### config.mk
export PLATFORM = sky130hd
export DESIGN_NAME = port_phy_control_register
export DESIGN_NICKNAME = d
export VERILOG_FILES = /design/src/design/port_phy_pkg.sv /design/src/design/port_phy_control_register.sv /design/src/design/port_phy_mode_sel.sv
export VERILOG_INCLUDE_DIRS = /design/src /design/src/design
export SDC_FILE = /design/constraint.sdc
export NUM_CORES = 1
export LEC_CHECK = 0
export ABC_AREA = 1
export BUFFER_PORTS_ARGS = -buffer_cell sky130_fd_sc_hd__buf_4
export CORE_ASPECT_RATIO = 2
export CORE_MARGIN = 2
export CORE_UTILIZATION = 50
export CTS_CLUSTER_DIAMETER = 200
export DETAILED_ROUTE_END_ITERATION = 8
export PLACE_DENSITY_LB_ADDON = 0.2
export SKIP_CTS_REPAIR_TIMING = 1
export SYNTH_ARGS = -nofsm -noshare
export SYNTH_HDL_FRONTEND = slang
export SYNTH_SLANG_ARGS = --single-unit
### constraint.sdc
create_clock -name clk -period 1.2 [get_ports clk]
set_input_delay 0.12 -clock clk [delete_from_list [all_inputs] [get_ports clk]]
set_output_delay 0.12 -clock clk [all_outputs]
set_load 0.02 [all_outputs]
### src/design/port_phy_cfg.svh
`ifndef PORT_PHY_CFG_SVH
`define PORT_PHY_CFG_SVH
`define ADDR_W              8
`define DATA_W              16
`define OFF_PORT_PHY_CTRL   8'h02
`define OFF_BASIC_CTRL      8'h10
`define OFF_ADVERT          8'h12
`define CTRL_RESET_VAL      16'h009f
`define BIT_IND_OFF         15
`define BIT_TX_DIS          14
`define BIT_AN_RESTART      13
`define BIT_FEF_DIS         12
`define BIT_PWR_DOWN        11
`define BIT_AUTO_X_DIS      10
`define BIT_FORCE_X         9
`define BIT_RSVD            8
`define BIT_AN_EN           7
`define BIT_SPEED           6
`define BIT_DUPLEX          5
`define BIT_ADV_PAUSE       4
`define BIT_ADV_100F        3
`define BIT_ADV_100H        2
`define BIT_ADV_10F         1
`define BIT_ADV_10H         0
`define BC_IND_OFF          0
`define BC_TX_DIS           1
`define BC_FEF_DIS          2
`define BC_AUTO_X_DIS       3
`define BC_FORCE_X          4
`define BC_DUPLEX           8
`define BC_AN_RESTART       9
`define BC_PWR_DOWN         11
`define BC_AN_EN            12
`define BC_SPEED            13
`define AD_10H              5
`define AD_10F              6
`define AD_100H             7
`define AD_100F             8
`define AD_PAUSE            10
`endif

### src/design/port_phy_pkg.sv
package port_phy_pkg;
  typedef enum logic [1:0] {
    SPD_10_HALF,
    SPD_10_FULL,
    SPD_100_HALF,
    SPD_100_FULL
  } link_mode_type;
endpackage

### src/design/port_phy_control_register.sv
`include "port_phy_cfg.svh"
module port_phy_control_register
  import port_phy_pkg::*;
(
  input  wire logic                 clk,
  input  wire logic                 arst_n,
  input  wire logic [`ADDR_W-1:0]   addr,
  input  wire logic [`DATA_W-1:0]   wdata,
  input  wire logic                 wr_stb,
  input  wire logic                 rd_stb,
  output logic      [`DATA_W-1:0]   rdata,
  input  wire logic [3:0]           indicator_in,
  input  wire logic                 an_done,
  input  wire logic                 an_ok,
  input  wire logic [1:0]           an_mode,
  output logic                      port_indicator_3,
  output logic                      port_indicator_2,
  output logic                      port_indicator_1,
  output logic                      port_indicator_0,
  output logic                      tx_disable,
  output logic                      an_restart,
  output logic                      fef_disable,
  output logic                      power_down,
  output logic                      auto_x_disable,
  output logic                      mdix_force,
  output logic                      an_enable,
  output logic [1:0]                link_mode,
  output logic [4:0]                advert
);
  logic [`DATA_W-1:0] ctrl_ff;
  logic [3:0]         ind_s1_ff;
  logic [3:0]         ind_s2_ff;
  logic               done_s1_ff;
  logic               done_s2_ff;
  logic               ok_s1_ff;
  logic               ok_s2_ff;
  logic [1:0]         mode_s1_ff;
  logic [1:0]         mode_s2_ff;
  link_mode_type      sel_mode;

  // Address decode is shared by the write and read selects.
  function automatic logic reg_hit(input logic [`ADDR_W-1:0] a,
                                   input logic [`ADDR_W-1:0] off);
    return a == off;
  endfunction

  // Restart is a self-clearing strobe, never stored, so it always reads 0.
  wire logic hit_ctrl  = reg_hit(addr, `OFF_PORT_PHY_CTRL);
  wire logic hit_basic = reg_hit(addr, `OFF_BASIC_CTRL);
  wire logic hit_adv   = reg_hit(addr, `OFF_ADVERT);
  wire logic wr_ctrl   = wr_stb && hit_ctrl;
  wire logic wr_basic  = wr_stb && hit_basic;
  wire logic wr_adv    = wr_stb && hit_adv;

  // Both alias views map onto one storage word, so neither can go stale.
  wire logic [`DATA_W-1:0] basic_view = {2'h0, ctrl_ff[`BIT_SPEED], ctrl_ff[`BIT_AN_EN],
    ctrl_ff[`BIT_PWR_DOWN], 1'b0, 1'b0, ctrl_ff[`BIT_DUPLEX], 3'h0,
    ctrl_ff[`BIT_FORCE_X], ctrl_ff[`BIT_AUTO_X_DIS], ctrl_ff[`BIT_FEF_DIS],
    ctrl_ff[`BIT_TX_DIS], ctrl_ff[`BIT_IND_OFF]};
  wire logic [`DATA_W-1:0] adv_view = {5'h0, ctrl_ff[`BIT_ADV_PAUSE], 1'b0,
    ctrl_ff[`BIT_ADV_100F], ctrl_ff[`BIT_ADV_100H], ctrl_ff[`BIT_ADV_10F],
    ctrl_ff[`BIT_ADV_10H], 5'h0};

  wire logic [`DATA_W-1:0] from_basic = {wdata[`BC_IND_OFF],
    wdata[`BC_TX_DIS], 1'b0, wdata[`BC_FEF_DIS], wdata[`BC_PWR_DOWN],
    wdata[`BC_AUTO_X_DIS], wdata[`BC_FORCE_X], 1'b0, wdata[`BC_AN_EN],
    wdata[`BC_SPEED], wdata[`BC_DUPLEX], ctrl_ff[4:0]};
  wire logic [`DATA_W-1:0] from_adv = {ctrl_ff[15:5], wdata[`AD_PAUSE],
    wdata[`AD_100F], wdata[`AD_100H], wdata[`AD_10F], wdata[`AD_10H]};
  // Reserved bit 8 and the restart strobe bit are never stored.
  wire logic [`DATA_W-1:0] store_mask = ~((16'h0001 << `BIT_RSVD) |
                                          (16'h0001 << `BIT_AN_RESTART));

  wire logic [`DATA_W-1:0] nxt_ctrl =
    wr_ctrl  ? (wdata & store_mask) :
    wr_basic ? from_basic :
    wr_adv   ? from_adv : ctrl_ff;
  wire logic nxt_restart = (wr_ctrl && wdata[`BIT_AN_RESTART]) ||
                           (wr_basic && wdata[`BC_AN_RESTART]);
  wire logic [`DATA_W-1:0] nxt_rdata =
    !rd_stb   ? 16'h0000 :
    hit_ctrl  ? ctrl_ff :
    hit_basic ? basic_view :
    hit_adv   ? adv_view : 16'h0000;

  always_ff @(posedge clk or negedge arst_n) begin
    if (!arst_n) begin
      ctrl_ff <= `CTRL_RESET_VAL;
    end else begin
      ctrl_ff <= nxt_ctrl;
    end
  end

  // Indicator and negotiation levels come from outside this clock, so they pass two flops.
  always_ff @(posedge clk or negedge arst_n) begin
    if (!arst_n) begin
      ind_s1_ff  <= 4'h0;
      ind_s2_ff  <= 4'h0;
      done_s1_ff <= 1'b0;
      done_s2_ff <= 1'b0;
      ok_s1_ff   <= 1'b0;
      ok_s2_ff   <= 1'b0;
      mode_s1_ff <= 2'h0;
      mode_s2_ff <= 2'h0;
    end else begin
      ind_s1_ff  <= indicator_in;
      ind_s2_ff  <= ind_s1_ff;
      done_s1_ff <= an_done;
      done_s2_ff <= done_s1_ff;
      ok_s1_ff   <= an_ok;
      ok_s2_ff   <= ok_s1_ff;
      mode_s1_ff <= an_mode;
      mode_s2_ff <= mode_s1_ff;
    end
  end

  port_phy_mode_sel u_mode_sel (
    .an_en        (ctrl_ff[`BIT_AN_EN]),
    .an_done      (done_s2_ff),
    .an_ok        (ok_s2_ff),
    .an_mode      (link_mode_type'(mode_s2_ff)),
    .force_speed  (ctrl_ff[`BIT_SPEED]),
    .force_duplex (ctrl_ff[`BIT_DUPLEX]),
    .mode         (sel_mode)
  );

  // Outputs are registered, so control effects lag the write by one cycle, link_mode by two.
  wire logic [3:0] nxt_ind = nxt_ctrl[`BIT_IND_OFF] ? 4'hf : ind_s2_ff;
  wire logic nxt_mdix = nxt_ctrl[`BIT_AUTO_X_DIS] && nxt_ctrl[`BIT_FORCE_X];

  always_ff @(posedge clk or negedge arst_n) begin
    if (!arst_n) begin
      rdata            <= 16'h0000;
      port_indicator_3 <= 1'b0;
      port_indicator_2 <= 1'b0;
      port_indicator_1 <= 1'b0;
      port_indicator_0 <= 1'b0;
      tx_disable       <= 1'b0;
      an_restart       <= 1'b0;
      fef_disable      <= 1'b0;
      power_down       <= 1'b0;
      auto_x_disable   <= 1'b0;
      mdix_force       <= 1'b0;
      an_enable        <= 1'b1;
      link_mode        <= 2'h0;
      advert           <= 5'h1f;
    end else begin
      rdata            <= nxt_rdata;
      port_indicator_3 <= nxt_ind[3];
      port_indicator_2 <= nxt_ind[2];
      port_indicator_1 <= nxt_ind[1];
      port_indicator_0 <= nxt_ind[0];
      tx_disable       <= nxt_ctrl[`BIT_TX_DIS];
      an_restart       <= nxt_restart;
      fef_disable      <= nxt_ctrl[`BIT_FEF_DIS];
      power_down       <= nxt_ctrl[`BIT_PWR_DOWN];
      auto_x_disable   <= nxt_ctrl[`BIT_AUTO_X_DIS];
      mdix_force       <= nxt_mdix;
      an_enable        <= nxt_ctrl[`BIT_AN_EN];
      link_mode        <= sel_mode;
      advert           <= nxt_ctrl[4:0];
    end
  end

  // Indicators load from the same next word as the register, so a set off bit
  // and forced-high pins are seen in the same cycle.
  ind_off_a: assert property (@(posedge clk) disable iff (!arst_n)
    ctrl_ff[`BIT_IND_OFF] |-> {port_indicator_3, port_indicator_2,
                               port_indicator_1, port_indicator_0} == 4'hf)
    else $error("indicators not forced high");

  ind_pass_a: assert property (@(posedge clk) disable iff (!arst_n)
    !ctrl_ff[`BIT_IND_OFF] |-> {port_indicator_3, port_indicator_2,
                                port_indicator_1, port_indicator_0} == $past(ind_s2_ff))
    else $error("indicators not passed through");

  tx_dis_a: assert property (@(posedge clk) disable iff (!arst_n)
    wr_ctrl |=> tx_disable == $past(wdata[`BIT_TX_DIS]))
    else $error("transmit disable did not follow write");

  // Back-to-back restart writes legally stretch the pulse, so only a lone one is timed.
  restart_a: assert property (@(posedge clk) disable iff (!arst_n)
    (wr_ctrl && wdata[`BIT_AN_RESTART]) ##1 !nxt_restart |-> an_restart ##1 !an_restart)
    else $error("restart strobe wrong");

  restart_alias_a: assert property (@(posedge clk) disable iff (!arst_n)
    (wr_basic && wdata[`BC_AN_RESTART]) |=> an_restart)
    else $error("restart through basic view lost");

  restart_idle_a: assert property (@(posedge clk) disable iff (!arst_n)
    !(wr_ctrl && wdata[`BIT_AN_RESTART]) && !(wr_basic && wdata[`BC_AN_RESTART])
      |=> !an_restart)
    else $error("restart pulse without a write");

  fef_dis_a: assert property (@(posedge clk) disable iff (!arst_n)
    wr_ctrl |=> fef_disable == $past(wdata[`BIT_FEF_DIS]))
    else $error("far-end-fault disable wrong");

  pwr_dn_a: assert property (@(posedge clk) disable iff (!arst_n)
    wr_ctrl |=> power_down == $past(wdata[`BIT_PWR_DOWN]))
    else $error("power down did not follow write");

  auto_x_a: assert property (@(posedge clk) disable iff (!arst_n)
    wr_ctrl |=> auto_x_disable == $past(wdata[`BIT_AUTO_X_DIS]))
    else $error("auto crossover disable wrong");

  mdix_sel_a: assert property (@(posedge clk) disable iff (!arst_n)
    mdix_force |-> auto_x_disable)
    else $error("crossover forced with auto selection on");

  mdix_on_a: assert property (@(posedge clk) disable iff (!arst_n)
    (wr_ctrl && wdata[`BIT_AUTO_X_DIS] && wdata[`BIT_FORCE_X]) |=> mdix_force)
    else $error("crossover not forced");

  mdix_off_a: assert property (@(posedge clk) disable iff (!arst_n)
    (wr_ctrl && !wdata[`BIT_FORCE_X]) |=> !mdix_force)
    else $error("crossover forced without request");

  an_en_a: assert property (@(posedge clk) disable iff (!arst_n)
    wr_ctrl |=> an_enable == $past(wdata[`BIT_AN_EN]))
    else $error("negotiation enable did not follow write");

  forced_mode_a: assert property (@(posedge clk) disable iff (!arst_n)
    !ctrl_ff[`BIT_AN_EN] |=> link_mode == $past({ctrl_ff[`BIT_SPEED],
                                                 ctrl_ff[`BIT_DUPLEX]}))
    else $error("forced speed or duplex not applied");

  an_mode_a: assert property (@(posedge clk) disable iff (!arst_n)
    (ctrl_ff[`BIT_AN_EN] && !(done_s2_ff && !ok_s2_ff)) |=> link_mode == $past(mode_s2_ff))
    else $error("negotiated mode not applied");

  an_fail_a: assert property (@(posedge clk) disable iff (!arst_n)
    (ctrl_ff[`BIT_AN_EN] && done_s2_ff && !ok_s2_ff)
      |=> link_mode[0] == $past(ctrl_ff[`BIT_DUPLEX]))
    else $error("failed negotiation duplex fallback wrong");

  advert_a: assert property (@(posedge clk) disable iff (!arst_n)
    wr_adv |=> advert == {$past(wdata[`AD_PAUSE]), $past(wdata[`AD_100F]),
                          $past(wdata[`AD_100H]), $past(wdata[`AD_10F]),
                          $past(wdata[`AD_10H])})
    else $error("advertised bits wrong");

  adv_ctrl_a: assert property (@(posedge clk) disable iff (!arst_n)
    wr_ctrl |=> advert == $past(wdata[`BIT_ADV_PAUSE:`BIT_ADV_10H]))
    else $error("advertised bits did not follow write");

  adv_keep_a: assert property (@(posedge clk) disable iff (!arst_n)
    wr_adv |=> $stable(tx_disable) && $stable(an_enable))
    else $error("advertisement write touched control bits");

  rsvd_zero_a: assert property (@(posedge clk) disable iff (!arst_n)
    !ctrl_ff[`BIT_RSVD] && !ctrl_ff[`BIT_AN_RESTART])
    else $error("reserved bit stored");

  alias_a: assert property (@(posedge clk) disable iff (!arst_n)
    wr_basic |=> power_down == $past(wdata[`BC_PWR_DOWN]))
    else $error("alias write lost");

  basic_an_a: assert property (@(posedge clk) disable iff (!arst_n)
    wr_basic |=> an_enable == $past(wdata[`BC_AN_EN]))
    else $error("basic view negotiation enable lost");

  basic_tx_a: assert property (@(posedge clk) disable iff (!arst_n)
    wr_basic |=> tx_disable == $past(wdata[`BC_TX_DIS]))
    else $error("basic view transmit disable lost");

  basic_fef_a: assert property (@(posedge clk) disable iff (!arst_n)
    wr_basic |=> fef_disable == $past(wdata[`BC_FEF_DIS]))
    else $error("basic view far-end-fault disable lost");

  unmapped_a: assert property (@(posedge clk) disable iff (!arst_n)
    (wr_stb && !hit_ctrl && !hit_basic && !hit_adv) |=> $stable(ctrl_ff))
    else $error("unmapped write changed the register");

  rd_ctrl_a: assert property (@(posedge clk) disable iff (!arst_n)
    (rd_stb && hit_ctrl) |=> rdata == $past(ctrl_ff))
    else $error("control read data wrong");

  rd_basic_a: assert property (@(posedge clk) disable iff (!arst_n)
    (rd_stb && hit_basic) |=> rdata[`BC_AN_EN] == $past(ctrl_ff[`BIT_AN_EN]))
    else $error("basic view read data wrong");

  rd_adv_a: assert property (@(posedge clk) disable iff (!arst_n)
    (rd_stb && hit_adv) |=> rdata[`AD_PAUSE] == $past(ctrl_ff[`BIT_ADV_PAUSE]))
    else $error("advertisement view read data wrong");

  rd_idle_a: assert property (@(posedge clk) disable iff (!arst_n)
    !rd_stb |=> rdata == 16'h0000)
    else $error("read data without a read");
endmodule

### src/design/port_phy_mode_sel.sv
`include "port_phy_cfg.svh"
module port_phy_mode_sel
  import port_phy_pkg::*;
(
  input  wire logic          an_en,
  input  wire logic          an_done,
  input  wire logic          an_ok,
  input  wire link_mode_type an_mode,
  input  wire logic          force_speed,
  input  wire logic          force_duplex,
  output link_mode_type      mode
);
  // A failed negotiation keeps its resolved speed but falls back to the forced duplex.
  wire logic forced_fall = !an_en;
  wire logic an_failed   = an_en && an_done && !an_ok;
  wire logic sel_speed   = forced_fall ? force_speed : an_mode[1];
  wire logic sel_duplex  = (forced_fall || an_failed) ? force_duplex : an_mode[0];
  assign mode = link_mode_type'({sel_speed, sel_duplex});
endmodule

==> results by group <==
Final layout
  • Multi-input gate area: 701 µm²
  • Register Area: ~0.0014 mm²
  • Area growth from synthesis to layout: 36.2%
  • N_diodes: 0
  • Layout Cells excl Fill: 350
  • Filler instances: between 300 and 400
  • Final Instance Area: 0.00305 mm²
  • Share of cells above drive strength 1: 0.426
  • Final #Nets: approximately 330

Global route
  • First-pass GRT wire length: ~7.7 mm
  • Vias in the first global route: around 1,700
  • Antenna violations before repair: 0
  • Maximum number of pins on one net before global-route repair: 28
  • GRT Total Usage: 0.204
  • GRT Residual Overflow: 0

Setup path
  • Setup crit start kind: register
  • Arr. time, crit path: between 1000 and 1500 ps
  • Critical Path Slowest Stage Cell: dfstp_2
  • R2R cell count: 2
  • Critical path class: register to output port
  • Critical path fanouts, max: 5
  • Slowest cell delay on critical path: between 500 and 600 ps
  • Worst R2R Setup Slack: about 230 ps
  • Worst r2r src: ctrl_ff[7]
  • CP top delay family: flip-flops
  • CP bufs+invs: 1
  • WP data required: approximately 1100 ps
  • RR Endpoint: rdata[12]
  • Crit-path cells: buf_4
  • Worst setup EP type: output port

STA
  • Tcrit/Tclk final: 0.968
  • RSZ-0062 raised after global routing: false
  • Final hold violation count: 0
  • Rel. slew slack: 0.788
  • Fin. max-slew vios: 0
  • Least-Margin Pin Slew: 316 ps
  • TNS Setup: 0 ps
  • Skew final: 7.86 ps
  • Minimum clock period: between 1000 and 1500 ps
  • Final setup vio count: 0
  • Max Clk Rate: approximately 860 MHz

CTS
  • CTS H-tree lvls: 2
  • Clk root buf: clkbuf_8
  • Clk slew on worst S/H paths: approximately 90 ps
  • CTS tree: done
  • Total CTS buffers: 5
  • TritonCTS sink count: 54
  • Maximum root-to-sink buffer count: 2
  • Clk Latency, worst-skew pair: about 300 ps

Hold path
  • Hold path start: wdata[11]
  • Min-delay worst type: input pin to register
  • Hold Path Depth: 3
  • Hold path endpoint: ctrl_ff[11]

Outcome
  • Status: finished clean

Floorplan
  • Die Y: 98.6 µm
  • I/O pin cnt: 70
  • DIE WIDTH: ~51 µm
  • Core area: about 0.0043 mm²
  • Starting density of the core: 0.516
  • # rows: 34
  • DIE AREA: just over 0.005 mm²

Route
  • DRT Pass-1 Iters: 5
  • WL met3: 228 µm
  • Max layer used: met4
  • Met2 Wirelength: approximately 2.6 mm
  • Antenna Nets Post-Route: 0
  • Iter 0 DRT Violations: 39
  • Routed WL: 4.68 mm
  • Vias: around 1,700
  • WL/cell: 13.4 µm
  • Post-DR vias/cell: just under 5
  • M1 wire length: between 1.5 and 2 mm
  • # DRC: 0

Logic synthesis
  • Asr flop ratio synth: 1.00
  • Register area share after synthesis: 0.607
  • Synth area leader: dfrtp_1
  • Number of flops mapped to enable cells by yosys: 0
  • Post-synthesis register bit count: between 50 and 60
  • Mapped Cells: approximately 210
  • Syn Area/Cell: around 11 µm²
  • Synth cell types: 27
  • Post-synth top area share: 0.537
  • Top cells by area, synth: dfrtp_1, dfstp_2, nand2_1
  • Ys flop type: dfrtp_1
  • Synthesized area: approximately 0.0022 mm²
  • Syn_nets: approximately 250
  • Synth warn: 0

Placed design
  • Placed Area: 0.00282 mm²
  • DP Cell Count: 333
  • Post-DP HPWL: around 3.6 mm
  • IO Port Bufs: ~70
  • Final GP Congestion: about 0.83

Power
  • Lkg Pwr: ~1.6 nW
  • P per Cell Area: around 1300 mW/mm²
  • Worst vdd ir: 0.892 mV

Job
  • Max_cap viols: 0
==> registers in the layout (all words and copies together), names as in the netlist <==
signal / count
port_indicator_2: 1
mode_s1_ff: 2
ind_s2_ff: 4
ctrl_ff: 10
an_restart: 1
port_indicator_3: 1
port_indicator_0: 1
ok_s1_ff: 1
advert: 4
rdata: 16
port_indicator_1: 1
link_mode: 2
ind_s1_ff: 4
mode_s2_ff: 2
mdix_force: 1
ok_s2_ff: 1
done_s2_ff: 1
done_s1_ff: 1
==> worst max-delay path by stage <==
stage                          start  slack (ps)          endpoint  cells after the start
final                     ctrl_ff[7]          40         an_enable                      1
after global routing      ctrl_ff[7]           4         an_enable                      1
after CTS                 ctrl_ff[7]          30         an_enable                      1
after detailed placement     addr[5]          20  port_indicator_1                     10
after global placement       addr[5]          40  port_indicator_1                     10
after floorplan           ctrl_ff[7]         230      link_mode[0]                      3
==> worst min-delay path: stages <==
cell and delay [ps]:
buf_4 80, nand2_1 40, o21ai_0 60
==> final cells by class <==
cell class              count  area share
clock buffers               6      0.0271
clock inverters             2      0.0197
inverters                  29      0.0369
multi-input cells         121       0.230
flip-flops and latches     54       0.446
well taps                  54      0.0222
repair buffers             84       0.218
==> cells in the mapped netlist (3+ instances only) <==
master,n
nor2_4,4
a211oi_2,4
a21oi_1,3
o21ai_0,7
dfstp_2,6
inv_1,21
dfrtp_1,48
nand2_1,40
nand3_1,24
nand2_4,3
nor2_2,8
inv_2,6
nand2_2,3
buf_4,5
nor2_1,14
==> cell families (layout without fill, tap and decap cells) <==
family	after synthesis	after routing	share of synthesized area
AO/OA/AOI/OAI	19	19	0.0665
AND/OR/NAND/NOR	102	102	0.247
buffers and inverters	37	121	0.0794
flip-flops	54	54	0.607
==> layer usage <==
metal	vias up	GRT usage
li1	828	-
met1	808	0.247
met2	66	0.347
met3	10	0.0333
met4	0	0.0931
met5	-	0
==> where the power goes <==
group	internal [mW]	switching, mW
sequential	1.95	0.0624
combinational	0.254	0.304
clock	0.889	0.553
total	3.09	0.919
==> metrics by stage <==
step	setup WS, ps	utilization	hold WS (ps)	power [mW]
floorplan	234	-	-176	2.30
global placement	44.3	0.649	15.4	2.58
detailed placement	17.6	0.649	19.3	2.59
CTS	27.1	0.682	-313	4.02
global route	3.53	0.702	41.3	4.19
finish	38.0	0.702	30.6	4.01
==> placed cells by master, fill, tap and decap left out, types with 3 or more instances in the layout <==
master         synthesis  final
a211oi_2               4      4
a21oi_1                3      3
buf_4                  5     74
clkbuf_8               0      6
dfrtp_1               48     48
dfstp_2                6      6
dlygate4sd3_1          0      9
inv_1                 21     21
inv_2                  6      6
nand2_1               40     40
nand2_2                3      3
nand2_4                3      3
nand3_1               24     24
nor2_1                14     14
nor2_2                 8      8
nor2_4                 4      4
o21ai_0                7      7
(Power assumes the default switching activity.)
